==> src/logic/transfer_controller_cfg.svh <==
`ifndef TRANSFER_CONTROLLER_CFG_SVH
`define TRANSFER_CONTROLLER_CFG_SVH
// Contract
// - Parameter block start is base register upper half plus vector entry lower half.
// - Normal layout: mode, count, four ignored bytes, source, destination.
// - Repeat layout: mode, count, initial address, source, destination.
// - Block layout: mode, count, two ignored bytes, block length, source, destination.
// - Normal mode moves one unit per activation; count 1 to 65536.
// - Normal write-back: mode unchanged, count minus one, both addresses stepped.
// - Normal mode requests CPU interrupt after the transfer made with count one.
// - Repeat count 1 to 256; at exhaustion low reloads from high, area restarts.
// - Area select 0 restores destination, 1 restores source; other address steps.
// - Repeat mode with per-transfer select clear never requests an interrupt.
// - Block mode moves one block of 1 to 65536 units; area address restored.
// - Block count 1 to 65536; interrupt after the block moved with count one.
// - Block write-back: count minus one, length not written, area address restored.
// - Parameter read takes four accesses, write-back three, in every mode.
// - Block mode does as many data reads and writes as the block length.
// - Activation time is vector read plus all parameter and data accesses plus internal.
// - Peripheral accesses take two or three states; a longword costs two bus cycles.
// - Each vector table entry is two bytes holding the start address lower half.
// - Per-transfer select set requests a CPU interrupt after every transfer.

// ----------------------------------------
// Address map and memory layout
// ----------------------------------------
`define VEC_BASE 32'h0000_0400
`define CHAIN_STRIDE 32'h0000_0010
`define REG_INFO_BASE 32'h0000_0000
`define REG_SW_CTRL 32'h0000_0004
`define REG_STATUS 32'h0000_0008
`define SW_START_BIT 8
`define INFO_BASE_RESET 16'h0000

// ----------------------------------------
// Mode word fields
// ----------------------------------------
`define MW_SM 15:14
`define MW_DM 13:12
`define MW_MD 11:10
`define MW_SZ 9:8
`define MW_DTS 7
`define MW_CHAIN_ENABLE_BIT 6
`define MW_PER_TRANSFER_IRQ_SELECT 5

// ----------------------------------------
// Access state counts
// ----------------------------------------
`define STATES_FAST 3'h1
`define STATES_IO2 3'h2
`define STATES_IO3 3'h3
`endif

==> src/logic/transfer_controller_pkg.sv <==
package transfer_controller_pkg;
  typedef enum logic [2:0] {
    ST_IDLE = 3'h0,
    ST_VEC = 3'h1,
    ST_PRD = 3'h2,
    ST_DRD = 3'h3,
    ST_DWR = 3'h4,
    ST_PWB = 3'h5
  } state_t;

  typedef enum logic [1:0] {
    MODE_NORMAL = 2'h0,
    MODE_REPEAT = 2'h1,
    MODE_BLOCK = 2'h2
  } xfer_mode_t;

  typedef enum logic [1:0] {
    SIZE_BYTE = 2'h0,
    SIZE_WORD = 2'h1,
    SIZE_LONG = 2'h2
  } unit_size_t;

  typedef struct packed {
    logic valid;
    logic write;
    logic [1:0] size;
    logic [31:0] addr;
    logic [31:0] wdata;
  } mem_req_t;
endpackage

==> src/logic/access_pacer.sv <==
`timescale 1ns/1ps
`include "transfer_controller_cfg.svh"
module access_pacer
  import transfer_controller_pkg::*;
#(
  parameter logic [31:0] IO2_LO = 32'hFFFF_8000,
  parameter logic [31:0] IO2_HI = 32'hFFFF_85FF,
  parameter logic [31:0] IO3_LO = 32'hFFFF_8600,
  parameter logic [31:0] IO3_HI = 32'hFFFF_87FF
)
(
  input wire logic hclk,
  input wire logic hresetn,
  input wire logic active,
  input wire logic [31:0] addr,
  input wire logic long_unit,
  input wire logic done,
  output logic open
);
  import transfer_controller_pkg::*;
  logic [2:0] waited;

  // ----------------------------------------
  // State count per access
  // ----------------------------------------
  // Slow peripherals hold the request back; a longword there is two bus cycles.
  wire is_io3 = (addr >= IO3_LO) && (addr <= IO3_HI);
  wire is_io2 = (addr >= IO2_LO) && (addr <= IO2_HI);
  wire [2:0] per_cycle = is_io3 ? `STATES_IO3 : is_io2 ? `STATES_IO2 : `STATES_FAST;
  wire [2:0] need = (long_unit && (is_io2 || is_io3)) ? 3'(per_cycle << 1) : per_cycle;
  assign open = active && (waited >= need - 3'h1);

  // Counter restarts for every access so back-to-back accesses pay in full.
  always_ff @(posedge hclk or negedge hresetn)
  begin
    if (!hresetn)
      waited <= 3'h0;
    else if (done || !active)
      waited <= 3'h0;
    else if (!open)
      waited <= waited + 3'h1;
  end
endmodule

==> src/logic/addr_stepper.sv <==
`timescale 1ns/1ps
`include "transfer_controller_cfg.svh"
module addr_stepper
  import transfer_controller_pkg::*;
(
  input wire logic [31:0] addr,
  input wire logic [1:0] step,
  input wire logic [1:0] size,
  output logic [31:0] next_addr
);
  // ----------------------------------------
  // Step by one unit
  // ----------------------------------------
  // Step code 10 increments, 11 decrements, anything else holds the address.
  wire [31:0] unit = (size == SIZE_BYTE) ? 32'h0000_0001 :
                     (size == SIZE_WORD) ? 32'h0000_0002 : 32'h0000_0004;
  assign next_addr = (step == 2'h2) ? addr + unit :
                     (step == 2'h3) ? addr - unit : addr;
endmodule

==> src/logic/transfer_controller.sv <==
`timescale 1ns/1ps
`include "transfer_controller_cfg.svh"
module transfer_controller
  import transfer_controller_pkg::*;
#(
  parameter int SRC_W = 6
)
(
  input wire logic hclk,
  input wire logic hresetn,
  input wire logic hsel,
  input wire logic [31:0] haddr,
  input wire logic [1:0] htrans,
  input wire logic hwrite,
  input wire logic [2:0] hsize,
  input wire logic [31:0] hwdata,
  input wire logic hready,
  output logic hreadyout,
  output logic hresp,
  output logic [31:0] hrdata,
  input wire logic act_valid,
  input wire logic [SRC_W-1:0] act_source,
  output logic act_ready,
  output transfer_controller_pkg::mem_req_t mem_req,
  input wire logic mem_ready,
  input wire logic [31:0] mem_rdata,
  output logic irq_req,
  output logic xfer_done
);
  import transfer_controller_pkg::*;

  state_t state;
  logic [1:0] idx;
  logic [31:0] vec_addr;
  logic [31:0] start_addr;
  logic [15:0] mode;
  logic [15:0] count;
  logic [31:0] word1;
  logic [31:0] src;
  logic [31:0] dst;
  logic [31:0] src_init;
  logic [31:0] dst_init;
  logic [16:0] blk_left;
  logic [31:0] data_buf;
  logic [15:0] info_base;
  logic [7:0] sw_vec;
  logic sw_pending;
  logic [15:0] last_count;
  logic wr_pend;
  logic [31:0] wr_addr;
  logic pace_open;
  logic [31:0] src_step;
  logic [31:0] dst_step;
  logic hw_take;
  logic sw_take;

  // ----------------------------------------
  // Register bus slave
  // ----------------------------------------
  // Zero wait states and always OKAY; unmapped reads return zero.
  wire ahb_take = hsel && htrans[1] && hready;
  wire [31:0] status_word = {last_count, 14'h0, sw_pending, state != ST_IDLE};
  wire [31:0] rd_mux = (haddr == `REG_INFO_BASE) ? {16'h0, info_base} :
                       (haddr == `REG_SW_CTRL) ? {23'h0, sw_pending, sw_vec} :
                       (haddr == `REG_STATUS) ? status_word : 32'h0;
  wire sw_write = wr_pend && (wr_addr == `REG_SW_CTRL);
  assign hreadyout = 1'b1;
  assign hresp = 1'b0;

  // Address phase is held one cycle so the write lands in the data phase.
  always_ff @(posedge hclk or negedge hresetn)
  begin
    if (!hresetn)
    begin
      wr_pend <= 1'b0;
      wr_addr <= 32'h0;
      hrdata <= 32'h0;
    end
    else
    begin
      wr_pend <= ahb_take && hwrite;
      if (ahb_take)
        wr_addr <= haddr;
      if (ahb_take && !hwrite)
        hrdata <= rd_mux;
    end
  end

  // Software settings; a start written while one is accepted still counts.
  always_ff @(posedge hclk or negedge hresetn)
  begin
    if (!hresetn)
    begin
      info_base <= `INFO_BASE_RESET;
      sw_vec <= 8'h00;
      sw_pending <= 1'b0;
    end
    else
    begin
      if (wr_pend && (wr_addr == `REG_INFO_BASE))
        info_base <= hwdata[15:0];
      if (sw_write)
        sw_vec <= hwdata[7:0];
      if (sw_write && hwdata[`SW_START_BIT])
        sw_pending <= 1'b1;
      else if (sw_take)
        sw_pending <= 1'b0;
    end
  end

  // ----------------------------------------
  // Activation and field decode
  // ----------------------------------------
  // Hardware sources win over a pending software start.
  assign hw_take = (state == ST_IDLE) && act_valid;
  assign sw_take = (state == ST_IDLE) && !act_valid && sw_pending;
  assign act_ready = hw_take;
  wire [31:0] hw_vec = `VEC_BASE + {{(31-SRC_W){1'b0}}, act_source, 1'b0};
  wire [31:0] sw_vec_addr = `VEC_BASE + {24'h0, sw_vec};

  wire [1:0] md = mode[`MW_MD];
  wire [1:0] sz = mode[`MW_SZ];
  wire area_select_bit = mode[`MW_DTS];
  wire chain_enable_bit = mode[`MW_CHAIN_ENABLE_BIT];
  wire per_transfer_irq_select = mode[`MW_PER_TRANSFER_IRQ_SELECT];
  wire is_repeat = (md == MODE_REPEAT);
  wire is_block = (md == MODE_BLOCK);

  // Zero length means the full 65536 units.
  wire [16:0] blk_len = is_block ? {word1[15:0] == 16'h0, word1[15:0]} : 17'h1;

  // ----------------------------------------
  // Write-back values
  // ----------------------------------------
  // The repeat wrap point is the low byte reaching one; count 0 behaves as 256.
  wire rpt_wrap = is_repeat && (count[7:0] == 8'h01);
  wire [15:0] count_wb = !is_repeat ? count - 16'h1 :
                         rpt_wrap ? {count[15:8], count[15:8]} :
                         {count[15:8], count[7:0] - 8'h01};
  // Repeat restores from the initial address word, block from the fetched value.
  wire [31:0] src_wb = (rpt_wrap && area_select_bit) ? word1 :
                       (is_block && area_select_bit) ? src_init : src;
  wire [31:0] dst_wb = (rpt_wrap && !area_select_bit) ? word1 :
                       (is_block && !area_select_bit) ? dst_init : dst;
  // Repeat mode only interrupts per transfer when asked to.
  wire irq_cond = per_transfer_irq_select || (!is_repeat && (count == 16'h0001));

  // ----------------------------------------
  // Address steppers
  // ----------------------------------------
  addr_stepper u_src_step
  (
    .addr(src),
    .step(mode[`MW_SM]),
    .size(sz),
    .next_addr(src_step)
  );

  addr_stepper u_dst_step
  (
    .addr(dst),
    .step(mode[`MW_DM]),
    .size(sz),
    .next_addr(dst_step)
  );

  // ----------------------------------------
  // Memory request
  // ----------------------------------------
  // Write-back skips the second layout word, which is never written.
  wire [31:0] wb_off = (idx == 2'h0) ? 32'h0 : {28'h0, 2'(idx + 2'h1), 2'h0};
  wire [31:0] prd_addr = start_addr + {28'h0, idx, 2'h0};
  wire in_access = (state != ST_IDLE);
  wire [31:0] acc_addr = (state == ST_VEC) ? vec_addr :
                         (state == ST_PRD) ? prd_addr :
                         (state == ST_DRD) ? src :
                         (state == ST_DWR) ? dst : start_addr + wb_off;
  wire [1:0] acc_size = (state == ST_VEC) ? SIZE_WORD :
                        ((state == ST_DRD) || (state == ST_DWR)) ? sz : SIZE_LONG;
  wire acc_write = (state == ST_DWR) || (state == ST_PWB);
  wire [31:0] acc_wdata = (state == ST_DWR) ? data_buf :
                          (idx == 2'h0) ? {mode, count_wb} :
                          (idx == 2'h1) ? src_wb : dst_wb;
  wire acc_done = in_access && pace_open && mem_ready;

  assign mem_req.valid = in_access && pace_open;
  assign mem_req.write = acc_write;
  assign mem_req.size = acc_size;
  assign mem_req.addr = acc_addr;
  assign mem_req.wdata = acc_wdata;

  access_pacer u_pacer
  (
    .hclk(hclk),
    .hresetn(hresetn),
    .active(in_access),
    .addr(acc_addr),
    .long_unit(acc_size == SIZE_LONG),
    .done(acc_done),
    .open(pace_open)
  );

  // ----------------------------------------
  // Sequencer
  // ----------------------------------------
  // Vector, four parameter reads, data pairs, three write-backs, then chain or stop.
  wire last_unit = (blk_left == 17'h1);
  wire last_wb = (state == ST_PWB) && (idx == 2'h2) && acc_done;

  always_ff @(posedge hclk or negedge hresetn)
  begin
    if (!hresetn)
    begin
      state <= ST_IDLE;
      idx <= 2'h0;
      vec_addr <= 32'h0;
    end
    else
    begin
      case (state)
        ST_IDLE:
        begin
          idx <= 2'h0;
          if (hw_take || sw_take)
          begin
            vec_addr <= hw_take ? hw_vec : sw_vec_addr;
            state <= ST_VEC;
          end
        end
        ST_VEC:
          if (acc_done)
            state <= ST_PRD;
        ST_PRD:
          if (acc_done)
          begin
            idx <= idx + 2'h1;
            if (idx == 2'h3)
              state <= ST_DRD;
          end
        ST_DRD:
          if (acc_done)
            state <= ST_DWR;
        ST_DWR:
          if (acc_done)
            state <= last_unit ? ST_PWB : ST_DRD;
        ST_PWB:
          if (acc_done)
          begin
            idx <= (idx == 2'h2) ? 2'h0 : idx + 2'h1;
            if (idx == 2'h2)
              state <= chain_enable_bit ? ST_PRD : ST_IDLE;
          end
        default:
          state <= ST_IDLE;
      endcase
    end
  end

  // ----------------------------------------
  // Parameter and data registers
  // ----------------------------------------
  // Start address comes from the base register and the vector entry.
  always_ff @(posedge hclk or negedge hresetn)
  begin
    if (!hresetn)
    begin
      start_addr <= 32'h0;
      mode <= 16'h0;
      count <= 16'h0;
      word1 <= 32'h0;
    end
    else if (acc_done && (state == ST_VEC))
      start_addr <= {info_base, mem_rdata[15:0]};
    else if (last_wb && chain_enable_bit)
      start_addr <= start_addr + `CHAIN_STRIDE;
    else if (acc_done && (state == ST_PRD) && (idx == 2'h0))
    begin
      mode <= mem_rdata[31:16];
      count <= mem_rdata[15:0];
    end
    else if (acc_done && (state == ST_PRD) && (idx == 2'h1))
      word1 <= mem_rdata;
  end

  // Working addresses step after every unit written.
  always_ff @(posedge hclk or negedge hresetn)
  begin
    if (!hresetn)
    begin
      src <= 32'h0;
      dst <= 32'h0;
      src_init <= 32'h0;
      dst_init <= 32'h0;
      blk_left <= 17'h0;
      data_buf <= 32'h0;
    end
    else if (acc_done && (state == ST_PRD) && (idx == 2'h2))
    begin
      src <= mem_rdata;
      src_init <= mem_rdata;
    end
    else if (acc_done && (state == ST_PRD) && (idx == 2'h3))
    begin
      dst <= mem_rdata;
      dst_init <= mem_rdata;
      blk_left <= blk_len;
    end
    else if (acc_done && (state == ST_DRD))
      data_buf <= mem_rdata;
    else if (acc_done && (state == ST_DWR))
    begin
      src <= src_step;
      dst <= dst_step;
      blk_left <= blk_left - 17'h1;
    end
  end

  // ----------------------------------------
  // Completion outputs
  // ----------------------------------------
  // At most one interrupt pulse per parameter block; the done pulse marks the end of the chain.
  always_ff @(posedge hclk or negedge hresetn)
  begin
    if (!hresetn)
    begin
      irq_req <= 1'b0;
      xfer_done <= 1'b0;
      last_count <= 16'h0;
    end
    else
    begin
      irq_req <= last_wb && irq_cond;
      xfer_done <= last_wb && !chain_enable_bit;
      if (last_wb)
        last_count <= count_wb;
    end
  end
endmodule

==> config.mk <==
export PLATFORM = sky130hd
export DESIGN_NAME = transfer_controller
export DESIGN_NICKNAME = d
export VERILOG_FILES = /design/src/logic/transfer_controller_pkg.sv /design/src/logic/access_pacer.sv /design/src/logic/addr_stepper.sv /design/src/logic/transfer_controller.sv
export VERILOG_INCLUDE_DIRS = /design/src /design/src/logic
export SDC_FILE = /design/constraint.sdc
export NUM_CORES = 1
export LEC_CHECK = 0
export BUFFER_PORTS_ARGS = -buffer_cell sky130_fd_sc_hd__clkbuf_2
export CAP_MARGIN = 20
export CELL_PAD_IN_SITES_DETAIL_PLACEMENT = 0
export CELL_PAD_IN_SITES_GLOBAL_PLACEMENT = 1
export CORE_ASPECT_RATIO = 1.25
export CORE_MARGIN = 3
export CORE_UTILIZATION = 30
export DETAILED_ROUTE_END_ITERATION = 8
export PLACE_DENSITY_LB_ADDON = 0.25
export SKIP_LAST_GASP = 1
export SLEW_MARGIN = 20
export SYNTH_ARGS = -nofsm -noshare
export SYNTH_HDL_FRONTEND = slang
export SYNTH_SLANG_ARGS = --single-unit
==> constraint.sdc <==
create_clock -name hclk -period 6.05 [get_ports hclk]
set_input_delay 1.21 -clock hclk [delete_from_list [all_inputs] [get_ports hclk]]
set_output_delay 1.21 -clock hclk [all_outputs]
set_load 0.1 [all_outputs]
==> results.py, run 1 <==
metrics = {
    "outcome": {
        "status": "finished with violations",
        "violations": "setup timing",
    },
    "clock_tree": {
        "clkTransAtPathRegs_ns": 0.06,
        "postCtsHoldBufs": 0,
        "clock_latency_ns": 0.62,
        "cts_buffer_depth": 3,
        "clockRootBuffer": "clkbuf_16",
        "cts_tree": "built",
        "htree_levels": 2,
        "cts_made_buffers": 46,
        "cts_num_sinks": 398,
    },
    "grt": {
        "antenna_found_initial": 1,
        "grt_pass1_vias": 23235,
        "grt_start_max_net_pins": 103,
        "grt_pass1_wl_um": 153000,
        "grt.total_usage_pct": 23.1,
        "grt_overflow": 0,
    },
    "power": {
        "ir_drop_mv": 0.688,
        "p_sw_mw": 10.6,
        "p_seq_share_pct": 22.3,
        "internal_power_mw": 9.02,
        "comb_power_share_pct": 61.8,
        "clkPwrFrac_pct": 16.0,
        "swShare_pct": 54.1,
        "p_leak_nw": 13.9,
        "total_power_mw": 19.6,
        "p_per_area_mw_per_mm2": 625,
    },
    "layout": {
        "final_nets": 3331,
        "area_growth_pct": 25.6,
        "antenna_cells": 0,
        "final_util_pct": 38.3,
        "final_common_cell": "nand2_1",
        "final_cell_mix": "nand2_1, dfrtp_1, a21oi_1, clkbuf_2, mux2_2",
        "design_area_sq_mm": 0.0314,
        "drive_gt1_share_pct": 27.1,
    },
    "drt": {
        "postRouteAntennaNets": 0,
        "vias": 23644,
        "drtPass1Iterations": 6,
        "drc": 0,
        "wire_per_inst_um": 24.6,
        "viasPerCell": 5.58,
        "totalWireLength_um": 104000,
        "drt-initial-drc-count": 1947,
    },
    "sta": {
        "worst_pin_slew_ns": 0.913,
        "post-route-period-util_pct": 106,
        "finClkSkew_ns": 0.0412,
        "final-setup-viol-count": 10,
        "setup_tns_ns": -0.519,
        "drv_slew": 0,
        "rsz0062_at_grt": "yes",
        "slew_headroom_pct": 39.1,
        "min_period_ns": 6.41,
        "hold_violations": 0,
        "fmax_ghz": 0.156,
        "timing.final.ws_setup_ns": -0.358,
    },
    "setup_path": {
        "crit_chain": "inv_2 -> ha_4 -> ha_4 -> inv_2 -> fa_2 -> buf_6 -> nor4_4 -> xor2_2 -> o21bai_1 -> o211ai_1 -> or4b_4 -> nor4_2 -> nand4_1 -> a211o_1 -> ha_4 -> xor2_2 -> ha_1 -> a21oi_4 -> nor2_4 -> buf_12",
        "r2r_slack_ns": -0.06,
        "criticalPathCategory": "flip-flop to output pin",
        "cp-endpoint": "mem_req[67]",
        "rr_startpoint": "idx[0]",
        "crit_start": "idx[0]",
        "crit_buf_inv": 4,
        "reg2regPathDepth": 32,
        "crit_family": "simple AND/OR/NAND/NOR gates",
        "cp.depth": 20,
        "crit_fanout": 3,
        "slowest_delay_ns": 0.59,
        "worstPathArrival_ns": 5.20,
        "cpMaxStageDelayCell": "or4b_4",
        "cpMostUsedCell": "ha_4",
        "cp_data_required_time_ns": 4.84,
        "r2r_end": "dst[9]",
        "critPathCaptureType": "output pin",
        "worstSetupStartpointType": "flip-flop",
    },
    "die": {
        "rows": 117,
        "die_h_um": 329,
        "die_x_um": 264,
        "initial_core_util_pct": 30.5,
        "core_sq_mm": 0.0821,
        "dieArea_sq_mm": 0.0870,
        "num_io_pins": 219,
    },
    "flow_run": {
        "cap_violations": 0,
    },
    "yosys": {
        "async_flop_share_pct": 100,
        "ys_seq_area_share_pct": 39.8,
        "synth_nets": 3053,
        "synth-seq-cells": 398,
        "ys_types": 89,
        "syn_avg_cell_area_sq_um": 8.77,
        "yosysWarnings": 0,
        "ys.flop_type": "dfrtp_1",
        "syn_inst": 2854,
        "synth_edf_count": 0,
        "syn-cell-area_sq_mm": 0.0250,
    },
    "place": {
        "hpwl_um": 78300,
        "post_dp_cell_area_sq_mm": 0.0283,
        "globalplace.congestion": 0.919,
        "dpl_worst_slack_ns": -0.201,
        "io_buffers": 196,
    },
    "min_path": {
        "hold_path_depth": 1,
        "hold_path.class": "flip-flop to flip-flop",
    },
}
how the worst min path moves through the flow:
stage / from / end / slack (ns)
after floorplan: vec_addr[10] / vec_addr[10] / 0.44
after global placement: vec_addr[10] / vec_addr[10] / 0.45
after detailed placement: vec_addr[10] / vec_addr[10] / 0.46
after CTS: src_init[22] / src_init[22] / 0.48
after global routing: src_init[16] / src_init[16] / 0.49
final: last_count[2] / hrdata[18] / 0.47
through the flow:
step / hold slack, ns / cells
after detailed placement: 0.462 / 4097
after global routing: 0.492 / 4241
final: 0.472 / 4241
after CTS: 0.478 / 4192
after global placement: 0.453 / 4097
after floorplan: 0.435 / 2854
power groups by stage:
stage	combinational, mW	clock, mW	sequential (mW)
2_1_floorplan	8.78	0	3.87
4_1_cts	11.8	3.21	4.34
6_report	12.1	3.13	4.38
3_5_place_dp	11.7	0	4.39
3_3_place_gp	11.6	0	4.37
5_1_grt	13.0	3.31	4.45
logic make-up (layout without fill, tap and decap cells):
kind of cell / after synthesis / after routing / share of synthesized area (%)
adder cells (fa/ha/maj): 85 / 85 / 4.37
flip-flops: 398 / 398 / 39.8
multiplexers: 208 / 208 / 9.26
XOR/XNOR: 110 / 110 / 3.85
AND/OR/NAND/NOR: 1041 / 1041 / 19.1
AO/OA/AOI/OAI: 768 / 768 / 19.4
buffers and inverters: 242 / 558 / 4.27
other: 2 / 2 / 0.0300
what timing repair did:
item                                    in CTS  in global routing
endpoints found under the setup margin      52                 89
resized for setup                           17                185
gates cloned                                 0                 15
buffers inserted                             9                 36
pin swaps                                   22                 45
sequential cells by signal, summed over array words and instances, names as in the netlist:
signal and count:
wr_addr 32, mode 16, info_base 16, data_buf 32, start_addr 32, blk_left 17, word1 32, src_init 32
vec_addr 9, last_count 16, state 3, irq_req 1, sw_pending 1, u_pacer.waited 3, sw_vec 8, xfer_done 1
src 32, idx 2, dst_init 32, dst 32, count 16, hrdata 32, wr_pend 1
synth_stat cells, types with 7 or more instances:
library cell  instances  area share (%)
nand2_1             473             7.1
dfrtp_1             398              40
a21oi_1             219             4.4
o21ai_0             218             4.4
nor2_1              204             3.1
mux2_2              188             8.5
clkbuf_1            147             2.2
nand3_1              83             1.7
ha_1                 81             4.0
xnor2_1              78             2.7
nor3_1               70             1.4
inv_1                50            0.75
nor4_1               38            0.95
a21o_1               35             1.0
xor2_1               32             1.1
nand4_1              30            0.75
o211ai_1             29            0.87
a31oi_1              25            0.62
a22oi_1              24            0.72
o21a_1               23            0.69
and3_1               22            0.55
a211oi_1             21            0.63
nand2b_1             21            0.52
mux2i_1              20            0.80
a311o_1              18            0.72
a311oi_1             18            0.63
or3_1                17            0.42
a22o_1               16            0.56
nor2b_1              15            0.37
a221oi_1             13            0.45
and4_1               13            0.45
buf_1                11            0.16
buf_4                11            0.33
buf_2                10            0.20
and2_1                9            0.22
clkbuf_8              8            0.44
o21bai_1              8            0.24
a32oi_1               7            0.24
o21ai_1               7            0.14
o22ai_1               7            0.17
o31ai_1               7            0.21
or4_1                 7            0.21
layout make-up:
| class | count | area (sq um) |
|---|---|---|
| clock buffers | 59 | 1290 |
| multi-input cells | 2214 | 14900 |
| clock inverters | 27 | 409 |
| well taps | 1071 | 1340 |
| inverters | 51 | 191 |
| flip-flops and latches | 398 | 9960 |
| fillers | 8294 | 50700 |
| repair buffers | 421 | 3380 |
per-layer routing:
layer | part of all wire [%] | global-route usage (%) | up-vias
li1 | - | - | 10867
met3 | 5.0 | 2.77 | 157
met2 | 48 | 39.8 | 735
met4 | 4.4 | 8.72 | 0
met1 | 43 | 29.7 | 11885
met5 | 0 | 0 | -
No activity file was read; power rests on OpenSTA's default activity.
==> run 2, diff against run 1 <==
--- a/config.mk
+++ b/config.mk
@@ -14,7 +14,7 @@
 export CORE_MARGIN = 3
 export CORE_UTILIZATION = 30
 export DETAILED_ROUTE_END_ITERATION = 8
-export PLACE_DENSITY_LB_ADDON = 0.25
+export PLACE_DENSITY_LB_ADDON = 0.1
 export SKIP_LAST_GASP = 1
 export SLEW_MARGIN = 20
 export SYNTH_ARGS = -nofsm -noshare
==> constraint.sdc (replaced) <==
create_clock -name hclk -period 7.8 [get_ports hclk]
set_input_delay 1.56 -clock hclk [delete_from_list [all_inputs] [get_ports hclk]]
set_output_delay 1.56 -clock hclk [all_outputs]
set_load 0.1 [all_outputs]
==> run 2 against run 1 <==
  * The flow now finishes without violations
  * Setup slack gained 0.63 ns
  * Clock power fell by 23%
  * Worst hold slack about the same
  * Largest power group unchanged
==> results.py, run 2 (synthesized netlist as in run 1, its figures left out) <==
metrics = {
    "setup_path": {
        "criticalPathCategory": "flip-flop to output pin",
        "cp_data_required_time_ns": 6.24,
        "worstPathArrival_ns": 5.97,
        "cpMaxStageDelayCell": "or3_1",
        "reg2regPathDepth": 23,
        "crit_fanout": 9,
        "crit_chain": "inv_1 -> ha_1 -> ha_1 -> a21o_1 -> nand3_1 -> or3_1 -> a31oi_1 -> o221a_2 -> nand4_1 -> nor4_2 -> nand4_1 -> a211o_1 -> ha_1 -> ha_1 -> a21o_1 -> a21oi_1 -> buf_4 -> nor2_2 -> buf_12",
        "critPathCaptureType": "output pin",
        "worstSetupStartpointType": "flip-flop",
        "slowest_delay_ns": 0.52,
        "cpMostUsedCell": "ha_1",
    },
    "layout": {
        "final_cells": 4101,
        "antenna_cells": 0,
        "area_growth_pct": 16.0,
        "final_util_pct": 35.4,
        "fillers": 8482,
        "final_nets": 3190,
        "final_common_cell": "nand2_1",
        "drive_gt1_share_pct": 20.2,
        "final_cell_mix": "nand2_1, dfrtp_1, a21oi_1, o21ai_0, nor2_1",
    },
    "die": {
        "die_x_um": 264,
        "die_h_um": 329,
        "num_io_pins": 219,
        "initial_core_util_pct": 30.5,
        "rows": 117,
        "dieArea_sq_mm": 0.0870,
        "core_sq_mm": 0.0821,
    },
    "power": {
        "p_per_area_mw_per_mm2": 509,
        "p_leak_nw": 12.8,
        "ir_drop_mv": 0.744,
    },
    "drt": {
        "top_layer_used": "met4",
        "m1WireLength_um": 44500,
        "postRouteAntennaNets": 0,
        "drt-initial-drc-count": 1774,
        "met3_wirelength_um": 5000,
        "drc": 0,
        "wire_per_inst_um": 26.1,
        "totalWireLength_um": 107000,
        "viasPerCell": 5.59,
        "routed-wl-met2_um": 53200,
        "drtPass1Iterations": 5,
        "vias": 22908,
    },
    "grt": {
        "grt_overflow": 0,
        "antenna_found_initial": 1,
        "grt.total_usage_pct": 24.2,
        "grt_pass1_vias": 22665,
        "grt_start_max_net_pins": 120,
        "grt_pass1_wl_um": 157000,
    },
    "outcome": {
        "status": "finished, final reports clean",
    },
    "place": {
        "globalplace.congestion": 0.894,
        "dp_cells": 4004,
        "io_buffers": 196,
        "hpwl_um": 81000,
    },
    "sta": {
        "final-setup-viol-count": 0,
        "fmax_ghz": 0.133,
        "rsz0062_at_grt": "no",
        "post-route-period-util_pct": 96.5,
        "slew_headroom_pct": 28.9,
        "worst_pin_slew_ns": 1.07,
        "min_period_ns": 7.53,
        "drv_slew": 0,
        "hold_violations": 0,
        "finClkSkew_ns": 0.0417,
        "setup_tns_ns": 0,
    },
    "clock_tree": {
        "clkTransAtPathRegs_ns": 0.06,
        "cts_tree": "built",
        "htree_levels": 2,
        "cts_made_buffers": 48,
        "clockRootBuffer": "clkbuf_16",
        "clock_latency_ns": 0.63,
        "cts_buffer_depth": 3,
        "cts_num_sinks": 398,
        "postCtsHoldBufs": 0,
    },
    "flow_run": {
        "cap_violations": 0,
    },
    "min_path": {
        "hold_path_depth": 2,
        "hold_path.class": "flip-flop to flip-flop",
    },
}
## run 2: changes by cell type in the layout (fill, tap and decap cells not counted), moves of 17 or more
cell and delta:
nor2_1 +17, o21ai_0 +43, buf_6 -21, buf_4 -80
o21ai_1 -40, buf_12 -28
## run 2: report_power, final
part | switching [mW] | internal (mW) | leakage (nW)
sequential | 0.801 | 2.63 | 5.22
combinational | 6.36 | 2.59 | 6.81
clock | 0.995 | 1.41 | 0.824
## run 2: metal layers
metal / vias up / track usage [%]
li1: 10573 / -
met1: 11438 / 30.0
met2: 747 / 43.0
met3: 150 / 2.91
met4: 0 / 9.21
met5: - / 0
## run 2: worst paths after layout
check	startpoint	to	slack, ns
min in group asynchronous	hresetn	info_base[10]	0.98
min	last_count[13]	last_count[13]	0.47
max	idx[1]	mem_req[67]	0.27
max in group asynchronous	hresetn	dst_init[26]	5.29
max reg2reg	idx[1]	dst[0]	0.79
min reg2reg	last_count[13]	last_count[13]	0.47
## run 2: what timing repair did
action                     CTS  global route
setup buffers                0             8
setup endpoints to repair    0             1
resized for setup            0             6
## run 2: layout make-up
class | count | area [sq um] | area share (%)
inverter | 51 | 191 | 0.659
tap | 1071 | 1340 | 4.62
clock inverter | 21 | 302 | 1.04
sequential | 398 | 9960 | 34.3
clock buffer | 68 | 1380 | 4.74
timing repair buffer | 278 | 1680 | 5.80
multi-input combinational | 2214 | 14200 | 48.8
## run 2: critical path: cells and delay by family, from the launching register on
kind            cells  cell delay, ns
compound gates      6            1.26
fa+ha+maj           4            1.32
buf+inv             3            0.52
flops               1            0.47
simple gates        6            1.75
## run 2: stage by stage
stage / power (mW) / hold slack (ns) / setup slack, ns / area, sq um
finish: 14.8 / 0.472 / 0.275 / 29000
global route: 15.7 / 0.495 / 0.0308 / 29000
CTS: 14.8 / 0.474 / 0.0387 / 28900
detailed placement: 12.3 / 0.454 / 0.643 / 27300
global placement: 12.3 / 0.458 / 0.589 / 27300
floorplan: 9.76 / 0.435 / 0.0150 / 25100
